[src/include/spit_defines.svh]
// register map, field positions, reset values and timing counts
`ifndef SPIT_DEFINES_SVH
`define SPIT_DEFINES_SVH

`define SPIT_IDX_STEP_COUNT 8'h81
`define SPIT_IDX_WAIT_PERIOD 8'h83
`define SPIT_IDX_STEP_SIZE_LO 8'hca
`define SPIT_IDX_STEP_SIZE_HI 8'hcb
`define SPIT_IDX_COMMAND 8'hfa
`define SPIT_IDX_ENABLE 8'h80
`define SPIT_IDX_CONFIG 8'h70
`define SPIT_IDX_STATUS_SIX 8'ha7
`define SPIT_IDX_RUN_STATUS 8'h90

`define SPIT_RST_STEP_COUNT 8'h00
`define SPIT_RST_WAIT_PERIOD 8'h00
`define SPIT_RST_STEP_SIZE 16'h03e7
`define SPIT_RST_COMMAND 3'h0
`define SPIT_RST_ENABLE 8'h00
`define SPIT_RST_CONFIG 2'h0

`define SPIT_CMD_SLEEP_EXIT 0
`define SPIT_CMD_BUF_CLEAR 1
`define SPIT_CMD_AUTOZERO 2
`define SPIT_EN_POWER_ON 0
`define SPIT_EN_SPECTRAL 1
`define SPIT_EN_WAIT 3
`define SPIT_ST6_WAIT_SHORT 2

`define SPIT_CLK_PERIOD_PS 4000
`define SPIT_TICK_PS 2780000
`define SPIT_TICK_CYCLES (`SPIT_TICK_PS / `SPIT_CLK_PERIOD_PS)
`define SPIT_WAIT_UNIT_TICKS 1000
`define SPIT_AUTOZERO_TICKS 64

`endif

[src/include/spit_pkg.sv]
// types shared by the integration timing block
`default_nettype none
package spit_pkg;
	typedef enum logic [1:0] {
		SPIT_IDLE = 2'b00,
		SPIT_INTEG = 2'b01,
		SPIT_WAIT = 2'b11,
		SPIT_AZERO = 2'b10
	} spit_state_t;

	typedef enum logic [1:0] {
		SPIT_MODE_NORMAL = 2'b00,
		SPIT_MODE_START_SYNC = 2'b01,
		SPIT_MODE_RESERVED = 2'b10,
		SPIT_MODE_EDGE_SYNC = 2'b11
	} spit_mode_t;

	typedef enum logic [3:0] {
		SPIT_R_NONE, SPIT_R_CNT, SPIT_R_WAIT, SPIT_R_SIZE_LO,
		SPIT_R_SIZE_HI, SPIT_R_CMD, SPIT_R_EN, SPIT_R_CFG,
		SPIT_R_ST6, SPIT_R_RUN
	} spit_reg_t;
endpackage
`default_nettype wire

[src/spit_tick_div.sv]
// divider that makes the 2.78 us tick enable from the system clock
`default_nettype none
`include "spit_defines.svh"
module spit_tick_div (
	input wire logic clk,
	input wire logic rst_n,
	input wire logic run,
	output logic tick
);
	localparam logic [9:0] LAST = 10'(`SPIT_TICK_CYCLES - 1);
	logic [9:0] cnt_q;
	logic tick_q;

	// the oscillator only runs while powered, so the divider restarts
	always_ff @(posedge clk or negedge rst_n) begin
		if (!rst_n) begin
			cnt_q <= 10'h000;
			tick_q <= 1'b0;
		end else if (!run) begin
			cnt_q <= 10'h000;
			tick_q <= 1'b0;
		end else begin
			tick_q <= (cnt_q == LAST);
			cnt_q <= (cnt_q == LAST) ? 10'h000 : cnt_q + 10'h001;
		end
	end

	assign tick = tick_q;
endmodule
`default_nettype wire

[src/spit_pin_sync.sv]
// three-stage synchroniser with agreement filter and rising edge pulse
`default_nettype none
module spit_pin_sync (
	input wire logic clk,
	input wire logic rst_n,
	input wire logic pin,
	output logic rise
);
	logic s1_q;
	logic s2_q;
	logic s3_q;
	logic lvl_q;
	logic rise_q;

	// s1 feeds only s2; a change counts once s2 and s3 agree
	always_ff @(posedge clk or negedge rst_n) begin
		if (!rst_n) begin
			s1_q <= 1'b0;
			s2_q <= 1'b0;
			s3_q <= 1'b0;
			lvl_q <= 1'b0;
			rise_q <= 1'b0;
		end else begin
			s1_q <= pin;
			s2_q <= s1_q;
			s3_q <= s2_q;
			if (s2_q == s3_q) begin
				lvl_q <= s3_q;
			end
			rise_q <= (s2_q == s3_q) && s3_q && !lvl_q;
		end
	end

	assign rise = rise_q;
endmodule
`default_nettype wire

[src/spit_top.sv]
// integration timing, wait timing and command logic with apb registers
//
// The implementer's own choice: the APB register port.
`default_nettype none
`include "spit_defines.svh"
//
// Behaviour
// - writing one to command bit 2 starts a manual autozero
// - command bit 1 clears buffer data, its flags and fill level
// - command bit 0 clears sleep-after-irq flag and resumes operation
// - modes 00/01 integrate (count+1)*(size+1) ticks of 2.78 us
// - step size resets to 999, a 2.78 ms step
// - full scale equals (count+1) times (size+1)
// - step count n in bits 7:0 gives n+1 steps, 1 to 256
// - step size n, low byte first, gives n+1 ticks per step
// - with wait enabled, measurements start on the wait period
// - wait setting n gives n+1 cycles of 2.78 ms between starts
// - wait shorter than integration sets the warning flag in 0xa7
// - mode 0 normal, 1 start-synced, 3 edge-synced, 2 reserved
module spit_top (
	input wire logic clk,
	input wire logic rst_n,
	input wire logic [9:0] paddr,
	input wire logic psel,
	input wire logic penable,
	input wire logic pwrite,
	input wire logic [31:0] pwdata,
	input wire logic [3:0] pstrb,
	output logic [31:0] prdata,
	output logic pready,
	output logic pslverr,
	input wire logic sync_pin,
	input wire logic sleep_req,
	output logic integrating,
	output logic measure_done,
	output logic autozero_active,
	output logic buffer_clear,
	output logic sleep_after_irq_active,
	output logic [24:0] full_scale
);
	import spit_pkg::*;

	logic [7:0] step_count_q;
	logic [7:0] wait_period_q;
	logic [15:0] step_size_q;
	logic [2:0] command_q;
	logic [7:0] enable_q;
	spit_mode_t mode_q;
	logic wait_too_short_flag_q;
	logic sleep_q;
	logic [31:0] prdata_q;
	logic pready_q;
	logic pslverr_q;

	spit_state_t state_q;
	spit_state_t state_d;
	logic [15:0] sub_q;
	logic [7:0] steps_q;
	logic [9:0] wunit_q;
	logic [8:0] wcyc_q;
	logic wait_done_q;
	logic [6:0] az_q;
	logic integrating_q;
	logic measure_done_q;
	logic autozero_q;
	logic [24:0] full_scale_q;

	logic tick;
	logic sync_rise;
	logic power_on;
	logic can_run;
	logic start_ok;
	logic step_end;
	logic fin;
	logic restart;
	logic too_short;
	logic wr_en;
	spit_reg_t wr_sel;
	spit_reg_t rd_sel;

	// one decode serves both the read and the write path
	function automatic spit_reg_t reg_decode(input logic [9:0] a);
		spit_reg_t r;
		r = SPIT_R_NONE;
		if (a[1:0] == 2'b00) begin
			unique case (a[9:2])
				`SPIT_IDX_STEP_COUNT: r = SPIT_R_CNT;
				`SPIT_IDX_WAIT_PERIOD: r = SPIT_R_WAIT;
				`SPIT_IDX_STEP_SIZE_LO: r = SPIT_R_SIZE_LO;
				`SPIT_IDX_STEP_SIZE_HI: r = SPIT_R_SIZE_HI;
				`SPIT_IDX_COMMAND: r = SPIT_R_CMD;
				`SPIT_IDX_ENABLE: r = SPIT_R_EN;
				`SPIT_IDX_CONFIG: r = SPIT_R_CFG;
				`SPIT_IDX_STATUS_SIX: r = SPIT_R_ST6;
				`SPIT_IDX_RUN_STATUS: r = SPIT_R_RUN;
				default: r = SPIT_R_NONE;
			endcase
		end
		return r;
	endfunction

	assign power_on = enable_q[`SPIT_EN_POWER_ON];
	assign wr_sel = reg_decode(paddr);
	assign rd_sel = reg_decode(paddr);
	assign wr_en = psel && penable && pready_q && pwrite && pstrb[0]
		&& (wr_sel != SPIT_R_NONE);

	spit_tick_div u_tick (
		.clk(clk),
		.rst_n(rst_n),
		.run(power_on),
		.tick(tick)
	);

	spit_pin_sync u_sync (
		.clk(clk),
		.rst_n(rst_n),
		.pin(sync_pin),
		.rise(sync_rise)
	);

	// apb: zero wait states, answer registered in the setup cycle
	always_ff @(posedge clk or negedge rst_n) begin
		if (!rst_n) begin
			pready_q <= 1'b0;
			pslverr_q <= 1'b0;
			prdata_q <= 32'h0000_0000;
		end else begin
			pready_q <= psel && !penable;
			pslverr_q <= psel && !penable && (rd_sel == SPIT_R_NONE);
			if (psel && !penable && !pwrite) begin
				unique case (rd_sel)
					SPIT_R_CNT: prdata_q <= {24'h0, step_count_q};
					SPIT_R_WAIT: prdata_q <= {24'h0, wait_period_q};
					SPIT_R_SIZE_LO: prdata_q <= {24'h0, step_size_q[7:0]};
					SPIT_R_SIZE_HI: prdata_q <= {24'h0, step_size_q[15:8]};
					SPIT_R_CMD: prdata_q <= {29'h0, command_q};
					SPIT_R_EN: prdata_q <= {24'h0, enable_q};
					SPIT_R_CFG: prdata_q <= {30'h0, mode_q};
					SPIT_R_ST6: prdata_q <= {29'h0,
						wait_too_short_flag_q, 2'h0};
					SPIT_R_RUN: prdata_q <= {26'h0, integrating_q,
						wait_done_q, sleep_q, 1'b0, state_q};
					SPIT_R_NONE: prdata_q <= 32'h0000_0000;
				endcase
			end else begin
				prdata_q <= 32'h0000_0000;
			end
		end
	end

	// timing setup registers
	always_ff @(posedge clk or negedge rst_n) begin
		if (!rst_n) begin
			step_count_q <= `SPIT_RST_STEP_COUNT;
			wait_period_q <= `SPIT_RST_WAIT_PERIOD;
			step_size_q <= `SPIT_RST_STEP_SIZE;
			enable_q <= `SPIT_RST_ENABLE;
			mode_q <= SPIT_MODE_NORMAL;
		end else if (wr_en) begin
			unique case (wr_sel)
				SPIT_R_CNT: step_count_q <= pwdata[7:0];
				SPIT_R_WAIT: wait_period_q <= pwdata[7:0];
				SPIT_R_SIZE_LO: step_size_q[7:0] <= pwdata[7:0];
				SPIT_R_SIZE_HI: step_size_q[15:8] <= pwdata[7:0];
				SPIT_R_EN: enable_q <= pwdata[7:0];
				SPIT_R_CFG: mode_q <= spit_mode_t'(pwdata[1:0]);
				default: begin
				end
			endcase
		end
	end

	// command bits live one cycle, then read back as zero
	always_ff @(posedge clk or negedge rst_n) begin
		if (!rst_n) begin
			command_q <= `SPIT_RST_COMMAND;
		end else if (wr_en && wr_sel == SPIT_R_CMD) begin
			command_q <= pwdata[2:0];
		end else begin
			command_q <= 3'h0;
		end
	end

	// sleep flag: a new sleep request wins over a same-cycle exit
	always_ff @(posedge clk or negedge rst_n) begin
		if (!rst_n) begin
			sleep_q <= 1'b0;
		end else if (sleep_req) begin
			sleep_q <= 1'b1;
		end else if (command_q[`SPIT_CMD_SLEEP_EXIT]) begin
			sleep_q <= 1'b0;
		end
	end

	// warning flag is write-one-to-clear; a new event wins
	always_ff @(posedge clk or negedge rst_n) begin
		if (!rst_n) begin
			wait_too_short_flag_q <= 1'b0;
		end else if (too_short) begin
			wait_too_short_flag_q <= 1'b1;
		end else if (wr_en && wr_sel == SPIT_R_ST6
			&& pwdata[`SPIT_ST6_WAIT_SHORT]) begin
			wait_too_short_flag_q <= 1'b0;
		end
	end

	// edge-synced mode 3 never integrates here; reserved acts normal
	assign can_run = power_on && enable_q[`SPIT_EN_SPECTRAL] && !sleep_q
		&& (mode_q != SPIT_MODE_EDGE_SYNC);
	assign start_ok = (mode_q == SPIT_MODE_START_SYNC) ? sync_rise : 1'b1;
	assign step_end = tick && (sub_q == step_size_q);
	assign fin = (state_q == SPIT_INTEG) && step_end
		&& (steps_q == step_count_q);
	assign too_short = fin && enable_q[`SPIT_EN_WAIT] && wait_done_q;

	always_comb begin
		state_d = state_q;
		restart = 1'b0;
		unique case (state_q)
			SPIT_IDLE: begin
				if (command_q[`SPIT_CMD_AUTOZERO]) begin
					state_d = SPIT_AZERO;
				end else if (can_run && start_ok) begin
					state_d = SPIT_INTEG;
					restart = 1'b1;
				end
			end
			SPIT_INTEG: begin
				if (command_q[`SPIT_CMD_AUTOZERO]) begin
					state_d = SPIT_AZERO;
				end else if (!can_run) begin
					state_d = SPIT_IDLE;
				end else if (fin) begin
					if (enable_q[`SPIT_EN_WAIT] && !wait_done_q) begin
						state_d = SPIT_WAIT;
					end else if (mode_q == SPIT_MODE_START_SYNC) begin
						state_d = SPIT_IDLE;
					end else begin
						restart = 1'b1;
					end
				end
			end
			SPIT_WAIT: begin
				if (command_q[`SPIT_CMD_AUTOZERO]) begin
					state_d = SPIT_AZERO;
				end else if (!can_run) begin
					state_d = SPIT_IDLE;
				end else if (wait_done_q) begin
					if (mode_q == SPIT_MODE_START_SYNC) begin
						state_d = SPIT_IDLE;
					end else begin
						state_d = SPIT_INTEG;
						restart = 1'b1;
					end
				end
			end
			SPIT_AZERO: begin
				if (tick && az_q == 7'(`SPIT_AUTOZERO_TICKS - 1)) begin
					state_d = SPIT_IDLE;
				end
			end
		endcase
	end

	always_ff @(posedge clk or negedge rst_n) begin
		if (!rst_n) begin
			state_q <= SPIT_IDLE;
		end else begin
			state_q <= state_d;
		end
	end

	// step counters: size+1 ticks per step, count+1 steps
	always_ff @(posedge clk or negedge rst_n) begin
		if (!rst_n) begin
			sub_q <= 16'h0000;
			steps_q <= 8'h00;
		end else if (restart || state_q != SPIT_INTEG) begin
			sub_q <= 16'h0000;
			steps_q <= 8'h00;
		end else if (step_end) begin
			sub_q <= 16'h0000;
			steps_q <= steps_q + 8'h01;
		end else if (tick) begin
			sub_q <= sub_q + 16'h0001;
		end
	end

	// wait period runs from each start: wait_period+1 units of 2.78 ms
	always_ff @(posedge clk or negedge rst_n) begin
		if (!rst_n) begin
			wunit_q <= 10'h000;
			wcyc_q <= 9'h000;
			wait_done_q <= 1'b0;
		end else if (restart) begin
			wunit_q <= 10'h000;
			wcyc_q <= 9'h000;
			wait_done_q <= 1'b0;
		end else if (tick && !wait_done_q) begin
			if (wunit_q == 10'(`SPIT_WAIT_UNIT_TICKS - 1)) begin
				wunit_q <= 10'h000;
				wcyc_q <= wcyc_q + 9'h001;
				wait_done_q <= (wcyc_q == {1'b0, wait_period_q});
			end else begin
				wunit_q <= wunit_q + 10'h001;
			end
		end
	end

	// autozero duration counter
	always_ff @(posedge clk or negedge rst_n) begin
		if (!rst_n) begin
			az_q <= 7'h00;
		end else if (state_q != SPIT_AZERO) begin
			az_q <= 7'h00;
		end else if (tick) begin
			az_q <= az_q + 7'h01;
		end
	end

	// full scale follows the settings; product fits 25 bits at most
	always_ff @(posedge clk or negedge rst_n) begin
		if (!rst_n) begin
			full_scale_q <= 25'h0000000;
		end else begin
			full_scale_q <= (25'(step_count_q) + 25'h1)
				* (25'(step_size_q) + 25'h1);
		end
	end

	// status outputs registered so that every output is a flop
	always_ff @(posedge clk or negedge rst_n) begin
		if (!rst_n) begin
			integrating_q <= 1'b0;
			measure_done_q <= 1'b0;
			autozero_q <= 1'b0;
		end else begin
			integrating_q <= (state_d == SPIT_INTEG);
			measure_done_q <= fin;
			// flop follows state_d so it rises with state_q, not later
			autozero_q <= (state_d == SPIT_AZERO);
		end
	end

	assign prdata = prdata_q;
	assign pready = pready_q;
	assign pslverr = pslverr_q;
	assign integrating = integrating_q;
	assign measure_done = measure_done_q;
	assign autozero_active = autozero_q;
	assign buffer_clear = command_q[`SPIT_CMD_BUF_CLEAR];
	assign sleep_after_irq_active = sleep_q;
	assign full_scale = full_scale_q;
endmodule
`default_nettype wire

[config.mk]
export PLATFORM = sky130hd
export DESIGN_NAME = spit_top
export DESIGN_NICKNAME = d
export VERILOG_FILES = /design/src/include/spit_pkg.sv /design/src/spit_tick_div.sv /design/src/spit_pin_sync.sv /design/src/spit_top.sv
export VERILOG_INCLUDE_DIRS = /design/src /design/src/include
export SDC_FILE = /design/constraint.sdc
export NUM_CORES = 1
export LEC_CHECK = 0
export BUFFER_PORTS_ARGS = -buffer_cell sky130_fd_sc_hd__buf_2
export CAP_MARGIN = 20
export CORE_MARGIN = 2
export CORE_UTILIZATION = 30
export DETAILED_ROUTE_END_ITERATION = 7
export PLACE_DENSITY = 0.54
export SETUP_SLACK_MARGIN = 0.3
export SYNTH_ARGS = -nofsm -noshare
export SYNTH_HDL_FRONTEND = slang
export SYNTH_HIERARCHICAL = 1
export SYNTH_SLANG_ARGS = --single-unit
[constraint.sdc]
create_clock -name clk -period 7.1 [get_ports clk]
set_clock_uncertainty 0.1 [all_clocks]
set_input_delay 1.065 -clock clk [delete_from_list [all_inputs] [get_ports clk]]
set_output_delay 1.065 -clock clk [all_outputs]
set_load 0.03 [all_outputs]
[Word-level counts from Yosys, hierarchy flattened]
Index checks and enable logic that the tools add are counted.
Word-level totals
  bits in registers: 178
  bits of input ports: 53
  output and inout port bits: 64
  word-level logic and storage cells: 175
Cells by class
  add/sub/neg operators: 8
  multipliers: 1
  equality and inequality tests: 34
  multiplexer cells: 53
  reductions and logical operators: 49
Operators with widths (number)
  one-hot mux 32 bit (10 select lines): 1
  equality test 8 bit (second input constant): 8
  2-to-1 mux 10 bit: 5
  2-to-1 mux 16 bit: 3
  one-hot mux 4 bit (9 select lines): 1
  2-to-1 mux 32 bit: 1
  2-to-1 mux 9 bit: 3
  logical AND 1 bit: 25
  multiplier 9 x 17 -> 25 bit: 1
  2-to-1 mux 2 bit: 11
  adder 10 x 1 -> 10 bit (second input constant): 2
  equality test 10 bit (second input constant): 2
  2-to-1 mux 1 bit: 20
  adder 16 x 1 -> 17 bit (second input constant): 1
  adder 16 x 1 -> 16 bit (second input constant): 1
  equality test 16 bit: 1
  equality test 4 x 3 -> 1 bit (second input constant): 4
  2-to-1 mux 8 bit: 2
  2-to-1 mux 7 bit: 2
  AND reduction 2 bit: 7
  nonzero test 2 bit: 6
  adder 8 x 1 -> 9 bit (second input constant): 1
  adder 9 x 1 -> 9 bit (second input constant): 1
  equality test 9 x 8 -> 1 bit: 1
  23 further kinds: 35

[Longest topological paths before layout]
Gate-level depths: netlist of run 1.
  depth in word-level cells: 10
  gate-level depth with buffers: 26
  gate-level depth less buffers: 24

[Hierarchy]
Netlist of run 1, hierarchy kept.
By module, submodules not included
  spit_top: times used 1, cells each 1250, area each 11652.4 µm²
  spit_tick_div: times used 1, cells each 51, area each 555.5 µm²
  spit_pin_sync: times used 1, cells each 8, area each 158.9 µm²

[Least setup slack after synthesis of run 1]
No wires, ideal clock.
  kind: register to register
  start point: reg step_size_q[2]
  end point: reg full_scale_q[24], in the netlist full_scale[24]
  setup time: 0.125 ns
  arrival time: 5.997 ns
  required time: 6.875 ns
  slack: 0.878 ns
  cell stages (with the launch flop): 22
  buffers on the path: 1
  clock period less this slack: 6.222 ns
  path through: dfstp_2 -> buf_6 -> and3_1 -> and3_1 -> nand3_1 -> nor2_1 -> and3_1 -> xnor2_1 -> or2_2 -> fa_1 -> inv_1 -> fa_1 -> fa_1 -> fa_1 -> ha_1 -> or4_1 -> o221a_2 -> a41oi_1 -> o21ai_1 -> a41o_1 -> o41a_1 -> xnor2_1
Between the ends
  cells in the longest elaborated chain, start to end: 2
Ends and longest elaborated chain
  start: declaration: RTL line spit_top.sv:45  | logic [15:0] step_size_q;
  start signal: assignment: RTL line spit_top.sv:157  | step_size_q <= `SPIT_RST_STEP_SIZE;
  start signal: assignment: RTL line spit_top.sv:164  | SPIT_R_SIZE_LO: step_size_q[7:0] <= pwdata[7:0];
  adder 16 x 1 -> 17 bit: RTL line spit_top.sv:328  | * (25'(step_size_q) + 25'h1);
  multiplier 9 x 17 -> 25 bit: RTL line spit_top.sv:328
  end signal: assignment: RTL line spit_top.sv:327  | full_scale_q <= (25'(step_count_q) + 25'h1)
  end: declaration: RTL line spit_top.sv:66  | logic [24:0] full_scale_q;
No other way between the ends.
A chain may end at the register's enable or synchronous reset.

[Worst setup path in the final report of run 1]
Same ends and word-level chain as after synthesis.

==> results.sh, run 1 <==
export IMPL_dp_slack_ns=0.533
export IMPL_synth_seq_cells=154
export IMPL_place_gp_congestion=0.833
export IMPL_period_share_pct=90.2
export IMPL_insertion_delay_ns=0.44
export IMPL_grt_pass1_vias=9459
export IMPL_postSynthCellCount=1309
export IMPL_synth_common_cells="nor2_1, dfrtp_1, inv_1"
export IMPL_clockPowerShare_pct=50.2
export IMPL_numPortBuffers=65
export IMPL_synth_flop_cell="dfrtp_1"
export IMPL_cp_arrival_ns=6.62
export IMPL_syn_area_per_cell_um2=9.45
export IMPL_max_freq_mhz=156
export IMPL_path_delay_family="adder cells"
export IMPL_synthMuxAreaShare_pct=4.20
export IMPL_hpwl_um=21800
export IMPL_min_to="u_sync/s2_q"
export IMPL_grt_pass1_wl_um=49200
export IMPL_avgRoutedWirePerCell_um=15.0
export IMPL_power_leakage_nw=6.77
export IMPL_synth_distinct_cells=80
export IMPL_r2r_slack_ns=0.70
export IMPL_ant_nets=0
export IMPL_path_max_fanout=5
export IMPL_yosysSeqAreaShare_pct=31.2
export IMPL_synth_top_area_share_pct=29.5
export IMPL_pwr_share_seq_pct=46.3
export IMPL_yosys_area_share_simple_pct=19.4
export IMPL_worstSetupEndpointType="flop"
export IMPL_hold_violations=0
export IMPL_netlist_top_cells_area="dfrtp_1, fa_1, ha_1"
export IMPL_holdBufCountCts=0
export IMPL_critPathKind="flop to flop"
export IMPL_critPathBufInv=4
export IMPL_syn_area_um2=12400
export IMPL_clock_sinks=154
export IMPL_comb_power_share_pct=3.5
export IMPL_timing_rr_end="full_scale[24]"
export IMPL_async_flop_share_pct=100
export IMPL_p_int_w=0.00143
export IMPL_r2r_start="step_size_q[2]"
export IMPL_avgViaCountPerCell=4.75
export IMPL_cts_root_buf="clkbuf_16"
export IMPL_start_util_pct=30.4
export IMPL_fin_util_pct=34.3
export IMPL_cts_tree="yes"
export IMPL_cpPeakStageDelay_ns=0.54
export IMPL_layout_drive_gt1_share_pct=15.8
export IMPL_num_nets_final=1596
export IMPL_p_sw_w=0.000476
export IMPL_clk_pin_slew_ns=0.07
export IMPL_drc=0
export IMPL_cp_cell_sequence="and3_1 -> and3_1 -> nand3_1 -> nor2_1 -> nand2_1 -> xor2_1 -> or2_2 -> fa_1 -> inv_1 -> fa_1 -> fa_1 -> inv_1 -> fa_1 -> inv_1 -> ha_1 -> or4_1 -> o221a_2 -> a41oi_2 -> buf_4 -> o21ai_1 -> a41o_1 -> o41a_1 -> xnor2_1"
export IMPL_syn2layout_area_growth_pct=13.0
export IMPL_setup_viol=0
export IMPL_grt_max_degree=79
export IMPL_htree_levels=4
export IMPL_synth_compound_area_share_pct=7.77
export IMPL_hold_depth=0
export IMPL_synth_warnings=6
export IMPL_yosysTopAreaCell="dfrtp_1"
export IMPL_cts_resized=0
export IMPL_status="complete, no violations"
export IMPL_fillerInstances=4223
export IMPL_worst_pin_slew_ns=0.892
export IMPL_die_x_um=207
export IMPL_required_ns=7.32
export IMPL_min_path_type="flop to flop"
export IMPL_clockBufferDepth=2
export IMPL_period_minus_slack_ns=6.40
export IMPL_postCtsSetupRepairBufs=0
export IMPL_fin_tns_setup_ns=0
export IMPL_relSlewSlack_pct=40.3
export IMPL_powerDensity_nw_per_um2=136
export IMPL_min_from="u_sync/s1_q"
export IMPL_wl_um=28900
export IMPL_grt_use_total_pct=14.1
export IMPL_dr_pass1_iters=5
export IMPL_slew_viol_final=0
export IMPL_coreArea_um2=40700
export IMPL_vias=9167
export IMPL_antenna_found_initial=0
export IMPL_swShare_pct=25.0
export IMPL_synth_fa_ha_area_share_pct=22.5
export IMPL_synth_edff_count=0
export IMPL_synth_top_family_by_area="adder cells"
export IMPL_ios=117
export IMPL_grt_ovfl_total=0
export IMPL_drt_iter0_markers=497
export IMPL_die_h_um=207
export IMPL_ir_drop_mv=0.124
export IMPL_maxCapViolations=0
export IMPL_cp_common_cell="fa_1"
export IMPL_slowest_stage="or4_1"
export IMPL_cts_buffers_inserted=17
export IMPL_crit_path_start_kind="flop"
export IMPL_row_count=74
export IMPL_rsz0062_at_grt="no"
export IMPL_synth_xor_area_share_pct=7.65
export IMPL_yosysMostFrequentCell="nor2_1"
export IMPL_n_antenna_cell=0
export IMPL_dieArea_um2=42900
export IMPL_fin_ws_ns=0.697
export IMPL_r2r_cells=23
==> registers in the layout, summed over array words and instances (netlist names), 9 cells and up <==
register	flops
u_tick/cnt_q	10
step_size_q	16
sub_q	16
wunit_q	10
wcyc_q	9
full_scale	25
==> power groups by stage <==
stage | Combinational (W) | Clock, W | Sequential [W]
floorplan | 0.0000370 | 0 | 0.000899
global placement | 0.0000651 | 0 | 0.000898
detailed placement | 0.0000656 | 0 | 0.000898
CTS | 0.0000657 | 0.000990 | 0.000881
global route | 0.0000735 | 0.00103 | 0.000881
finish | 0.0000663 | 0.000955 | 0.000881
==> cell type report <==
type	count	area, µm²	area share [%]
Inverter	146	548	3.92
Sequential cell	154	3860	27.6
Timing Repair Buffer	94	569	4.07
Tap cell	532	666	4.76
Multi-Input combinational cell	971	7720	55.2
Clock buffer	17	425	3.04
Clock inverter	15	184	1.32
==> cell families after synthesis <==
group | after synthesis
buf+inv | 207
compound gates | 148
fa+ha+maj | 159
simple gates | 486
flops | 154
other cells | 1
xor+xnor | 108
mux | 46
==> worst max-delay path by stage <==
stage,from,to,cells after the start
after global placement,step_size_q[1],full_scale[24],22
after global routing,step_size_q[2],full_scale[24],23
after floorplan,step_size_q[2],full_scale[24],21
final,step_size_q[2],full_scale[24],23
after CTS,step_size_q[1],full_scale[24],22
after detailed placement,step_size_q[1],full_scale[24],22
==> metrics by stage <==
stage / power, W / hold WS, ns / area (µm²) / cells
after global placement: 0.000963 / 0.243 / 13300 / 1896
final: 0.00190 / 0.253 / 14000 / 1929
after floorplan: 0.000936 / 0.231 / 12500 / 1332
after CTS: 0.00194 / 0.252 / 13900 / 1928
after detailed placement: 0.000963 / 0.236 / 13300 / 1896
after global routing: 0.00198 / 0.269 / 14000 / 1929
==> placed cells by master, fill, tap and decap left out, types with 17 or more instances in the layout <==
| master | count |
|---|---|
| buf_4 | 28 |
| nand2b_1 | 19 |
| nor2_1 | 168 |
| inv_1 | 145 |
| a21oi_1 | 37 |
| clkbuf_16 | 17 |
| ha_1 | 53 |
| nand4_1 | 19 |
| nand2_1 | 122 |
| dfrtp_1 | 146 |
| o21ai_0 | 46 |
| nand3_1 | 38 |
| xnor2_1 | 64 |
| fa_1 | 105 |
| conb_1 | 24 |
| xor2_1 | 42 |
| or2_2 | 20 |
| and3_1 | 22 |
| buf_2 | 64 |
| mux2_2 | 43 |
==> worst register-to-register path: cells and delay by family, from the launching register on <==
family / cells / cell delay (ns)
fa+ha+maj: 5 / 2.22
simple gates: 7 / 1.63
compound gates: 5 / 1.22
flops: 1 / 0.52
buf+inv: 4 / 0.30
xor+xnor: 2 / 0.28
==> per-layer routing <==
metal  part of all wire [%]  track usage, %
met4                    1.8            3.89
met2                     48            23.8
met1                     46            18.4
met5                      0               0
met3                    3.4            2.71
Power figures use the tool's default switching activity.
==> run 2, diff against run 1 <==
Settings changed: SYNTH_HIERARCHICAL 1 to not set.
==> results.sh, run 2 <==
export IMPL_slowest_stage="dfstp_2"
export IMPL_final_area_um2=13800
export IMPL_layout_cells_most_common_list="nor2_1, inv_1, dfrtp_1, fa_1, buf_2"
export IMPL_power_leakage_nw=6.66
export IMPL_crit_path_start_kind="flop"
export IMPL_path_max_fanout=9
export IMPL_clock_sinks=154
export IMPL_min_from="u_sync.s1_q"
export IMPL_place_gp_congestion=0.816
export IMPL_netlist_top_cells_area="dfrtp_1, fa_1, nor2_1"
export IMPL_ios=117
export IMPL_hold_depth=0
export IMPL_multi_input_area_um2=7590
export IMPL_timing_hold_ws_ns=0.249
export IMPL_worstSetupEndpointType="flop"
export IMPL_syn2layout_area_growth_pct=10.9
export IMPL_avgRoutedWirePerCell_um=15.2
export IMPL_dr_pass1_iters=5
export IMPL_seq_area_um2=3860
export IMPL_cts_root_buf="clkbuf_16"
export IMPL_grt_pass1_wl_um=48600
export IMPL_cts_tree="yes"
export IMPL_yosysSeqAreaShare_pct=31.1
export IMPL_final_instance_count_excl_fill=1883
export IMPL_die_h_um=207
export IMPL_synth_common_cells="nor2_1, inv_1, dfrtp_1"
export IMPL_grt_pass1_vias=9174
export IMPL_synth_warnings=0
export IMPL_dieArea_um2=43000
export IMPL_synth_seq_cells=154
export IMPL_hold_violations=0
export IMPL_status="complete, no violations"
export IMPL_worst_pin_slew_ns=0.958
export IMPL_relSlewSlack_pct=36.1
export IMPL_cp_common_cell="fa_1"
export IMPL_setup_viol=0
export IMPL_coreArea_um2=40800
export IMPL_dp_slack_ns=0.649
export IMPL_insertion_delay_ns=0.45
export IMPL_cp_arrival_ns=6.64
export IMPL_cp_cell_sequence="and3_1 -> and3_1 -> nand3_1 -> nor2_1 -> and3_1 -> xnor2_1 -> nor2_1 -> fa_1 -> fa_1 -> fa_1 -> inv_1 -> fa_1 -> inv_1 -> ha_1 -> a21o_1 -> a21o_1 -> a21oi_1 -> o21ai_0 -> a211oi_1 -> a21oi_1 -> xor2_1"
export IMPL_hpwl_um=21500
export IMPL_ant_nets=0
export IMPL_grt_ovfl_total=0
export IMPL_ir_drop_mv=0.163
export IMPL_clk_pin_slew_ns=0.08
export IMPL_layout_drive_gt1_share_pct=15.9
export IMPL_cts_buffers_inserted=17
export IMPL_drt_iter0_markers=518
export IMPL_fillerInstances=4177
export IMPL_avgViaCountPerCell=4.68
export IMPL_critPathKind="flop to flop"
export IMPL_powerDensity_nw_per_um2=135
export IMPL_largest_reg_flops=25
export IMPL_fin_ws_ns=0.681
export IMPL_synth_flop_cell="dfrtp_1"
export IMPL_async_flop_share_pct=100
export IMPL_dpl_cell_area_um2=13200
export IMPL_r2r_start="step_size_q[2]"
export IMPL_holdBufCountCts=0
export IMPL_antenna_found_initial=1
export IMPL_slew_viol_final=0
export IMPL_row_count=74
export IMPL_r2r_cells=21
export IMPL_synth_edff_count=0
export IMPL_grt_use_total_pct=14.0
export IMPL_min_path_type="flop to flop"
export IMPL_cpPeakStageDelay_ns=0.67
export IMPL_max_freq_mhz=156
export IMPL_yosysMostFrequentCell="nor2_1"
export IMPL_postCtsSetupRepairBufs=0
export IMPL_num_nets_final=1549
export IMPL_period_minus_slack_ns=6.42
export IMPL_grt_max_degree=103
export IMPL_yosysTopAreaCell="dfrtp_1"
export IMPL_layout_commonest_cell="nor2_1"
export IMPL_period_share_pct=90.4
export IMPL_postSynthCellCount=1279
export IMPL_maxCapViolations=0
export IMPL_critPathLaunch="step_size_q[2]"
export IMPL_syn_area_per_cell_um2=9.70
export IMPL_vias=8818
export IMPL_syn_area_um2=12400
export IMPL_numPortBuffers=65
export IMPL_die_x_um=207
export IMPL_rsz0062_at_grt="no"
export IMPL_required_ns=7.32
export IMPL_htree_levels=4
export IMPL_synth_top_area_share_pct=29.5
export IMPL_placed_cells_incl_taps=1850
export IMPL_drc=0
export IMPL_fin_tns_setup_ns=0
export IMPL_synth_distinct_cells=77
export IMPL_start_util_pct=30.4
export IMPL_clockBufferDepth=2
export IMPL_wl_um=28700
[run 2: cell types whose count changed in the layout (fill, tap and decap cells not counted), sizes merged, moves of 10 or more]
cell / before / now
nor3: 13 / 29
o21ai: 47 / 18
nand2b: 19 / 29
xor2: 43 / 61
nor2: 171 / 183
nand2: 122 / 60
[run 2: final cells by class]
| type | count | share of cell area [%] |
|---|---|---|
| well taps | 532 | 4.84 |
| repair buffers | 88 | 3.66 |
| clock buffers | 19 | 3.29 |
| diodes | 1 | 0.0182 |
| multi-input cells | 929 | 55.2 |
| inverters | 147 | 4.01 |
| flip-flops and latches | 154 | 28.1 |
| clock inverters | 13 | 0.909 |
[run 2: worst paths after layout]
check	to	slack, ns
max in group asynchronous	wcyc_q[0]	4.96
worst min register to register	u_sync.s2_q	0.25
worst min-delay path	u_sync.s2_q	0.25
worst max-delay path	full_scale[23]	0.68
worst max register to register	full_scale[23]	0.68
min in group asynchronous	full_scale[1]	0.65
[run 2: cells by family after synthesis]
group / Yosys count / share of synthesized area [%]
xor+xnor: 125 / 8.83
fa+ha+maj: 159 / 22.4
simple gates: 456 / 18.0
buf+inv: 219 / 8.44
flops: 154 / 31.1
other cells: 1 / 0.0302
compound gates: 118 / 6.93
mux: 47 / 4.23
[run 2: routing by layer]
metal  routed length, µm  vias up  global-route usage, %  share of wire (%)
met4                 404        0                   3.60                1.4
met5                   0        -                      0                  0
met3                1080       21                   2.71                3.7
li1                    -     4232                      -                  -
met1               13300     4420                   18.9                 47
met2               13800      145                   23.1                 48
[run 2: power by group]
group          total (W)  internal [W]  switching (W)
Clock           0.000908      0.000483       0.000425
Sequential      0.000881      0.000880     0.00000105
Combinational  0.0000667     0.0000124      0.0000543
[run 2: worst max-delay path: cells and delay by family (launching register included)]
| family | cells | cell delay [ns] |
|---|---|---|
| fa+ha+maj | 5 | 2.42 |
| compound gates | 6 | 1.27 |
| simple gates | 6 | 1.21 |
| flops | 1 | 0.67 |
| xor+xnor | 2 | 0.52 |
| buf+inv | 2 | 0.09 |
[run 2: through the flow]
step | power, W | utilization [%]
3_3_place_gp | 0.000965 | 32.2
2_1_floorplan | 0.000943 | -
4_1_cts | 0.00189 | 33.7
6_report | 0.00186 | 33.7
3_5_place_dp | 0.000966 | 32.2
5_1_grt | 0.00193 | 33.7
[run 2: timing repair]
item | in CTS | in global routing
gates resized for setup | 0 | 2
endpoints found under the setup margin | 0 | 1
endpoints found under the hold margin | 0 | 0
==> run 3, diff against run 2 <==
Settings changed: PLACE_DENSITY 0.54 to not set, PLACE_DENSITY_LB_ADDON set to 0.2.
==> results.sh, run 3 (same netlist as run 2, synthesis figures left out) <==
export IMPL_timing_rr_end="full_scale[22]"
export IMPL_grt_use_total_pct=14.6
export IMPL_critPathKind="flop to flop"
export IMPL_fin_util_pct=33.7
export IMPL_fin_tns_setup_ns=0
export IMPL_avgRoutedWirePerCell_um=15.8
export IMPL_dieArea_um2=43000
export IMPL_required_ns=7.34
export IMPL_hpwl_um=22600
export IMPL_period_share_pct=88.8
export IMPL_grt_max_degree=94
export IMPL_powerDensity_nw_per_um2=136
export IMPL_timing_hold_ws_ns=0.250
export IMPL_numPortBuffers=65
export IMPL_hold_violations=0
export IMPL_status="complete, no violations"
export IMPL_cts_tree="yes"
export IMPL_grt_pass1_vias=9230
export IMPL_path_max_fanout=9
export IMPL_cp_arrival_ns=6.54
export IMPL_max_freq_mhz=159
export IMPL_clock_sinks=154
export IMPL_avgViaCountPerCell=4.69
export IMPL_ir_drop_mv=0.175
export IMPL_hold_depth=0
export IMPL_rsz0062_at_grt="no"
export IMPL_r2r_start="step_size_q[4]"
export IMPL_final_instance_count_excl_fill=1883
export IMPL_period_minus_slack_ns=6.31
export IMPL_postCtsSetupRepairBufs=0
export IMPL_ios=117
export IMPL_antenna_found_initial=0
export IMPL_crit_path_start_kind="flop"
export IMPL_drc=0
export IMPL_min_to="u_sync.s2_q"
export IMPL_min_path_type="flop to flop"
export IMPL_ant_nets=0
export IMPL_wl_um=29700
export IMPL_fin_ws_ns=0.795
export IMPL_syn2layout_area_growth_pct=10.9
export IMPL_row_count=74
export IMPL_die_x_um=207
export IMPL_fillerInstances=4218
export IMPL_drt_iter0_markers=420
export IMPL_num_nets_final=1550
export IMPL_clk_pin_slew_ns=0.07
export IMPL_cts_buffers_inserted=17
export IMPL_place_gp_congestion=0.786
export IMPL_vias=8828
export IMPL_insertion_delay_ns=0.46
export IMPL_die_h_um=207
export IMPL_cts_root_buf="clkbuf_16"
export IMPL_min_from="u_sync.s1_q"
export IMPL_worstSetupEndpointType="flop"
export IMPL_grt_ovfl_total=0
export IMPL_largest_reg_flops=25
export IMPL_clockBufferDepth=2
export IMPL_dr_pass1_iters=5
export IMPL_worst_pin_slew_ns=0.998
export IMPL_coreArea_um2=40800
export IMPL_layout_cells_most_common_list="nor2_1, inv_1, dfrtp_1, fa_1"
export IMPL_power_leakage_nw=6.66
export IMPL_setup_viol=0
export IMPL_relSlewSlack_pct=33.5
export IMPL_dp_slack_ns=0.707
export IMPL_r2r_slack_ns=0.79
export IMPL_slew_viol_final=0
export IMPL_start_util_pct=30.4
export IMPL_layout_commonest_cell="nor2_1"
export IMPL_layout_drive_gt1_share_pct=15.8
export IMPL_htree_levels=4
export IMPL_r2r_cells=20
export IMPL_placed_cells_incl_taps=1851
export IMPL_maxCapViolations=0
export IMPL_grt_pass1_wl_um=49900
[run 3: worst max path at each step]
stage	start	to	slack [ns]
CTS	step_size_q[4]	full_scale[23]	0.68
global placement	step_size_q[4]	full_scale[23]	0.69
floorplan	step_size_q[2]	full_scale[23]	1.27
global route	step_size_q[4]	full_scale[22]	0.38
finish	step_size_q[4]	full_scale[22]	0.79
detailed placement	step_size_q[4]	full_scale[23]	0.71
[run 3: power breakdown]
part           internal, W  switching [W]
combinational    0.0000124      0.0000549
clock             0.000501       0.000417
sequential        0.000880     0.00000116
total              0.00139       0.000473
[run 3: critical path, stage by stage (launching register included)]
cell and delay (ns):
dfrtp_1 0.51, and3_1 0.28, and3_1 0.23, nand3_1 0.09, nor2_1 0.08, and3_1 0.19, xnor2_1 0.64, nor2_1 0.17
fa_1 0.56, fa_1 0.44, fa_1 0.54, inv_1 0.05, fa_1 0.52, inv_1 0.04, ha_1 0.32, inv_1 0.09
or3_1 0.39, o21a_1 0.28, o31ai_1 0.37, a21oi_1 0.14, xnor2_1 0.14
[run 3: timing repair]
action / CTS / global route
hold buffers: 0 / 0
endpoints found under the setup margin: 0 / 2
resized for setup: 0 / 2
[run 3: through the flow]
stage,cell area (µm²),total power [W]
6_report,13800,0.00187
5_1_grt,13800,0.00195
4_1_cts,13700,0.00190
3_5_place_dp,13200,0.000967
3_3_place_gp,13200,0.000966
2_1_floorplan,12500,0.000943
[run 3: per-layer routing]
layer / up-vias / track usage (%) / part of all wire, %
met4: 0 / 3.69 / 1.2
met1: 4419 / 19.8 / 48
met5: - / 0 / 0
met3: 26 / 2.69 / 3.0
met2: 134 / 24.1 / 48
li1: 4249 / - / -
[run 3: final cells by class]
| type | count | area [µm²] | area share, % |
|---|---|---|---|
| Multi-Input combinational cell | 929 | 7580 | 55.1 |
| Sequential cell | 154 | 3860 | 28.1 |
| Tap cell | 532 | 666 | 4.84 |
| Inverter | 147 | 552 | 4.01 |
| Timing Repair Buffer | 89 | 512 | 3.72 |
| Clock buffer | 18 | 439 | 3.19 |
| Clock inverter | 13 | 135 | 0.982 |
| Antenna cell | 1 | 2.50 | 0.0182 |
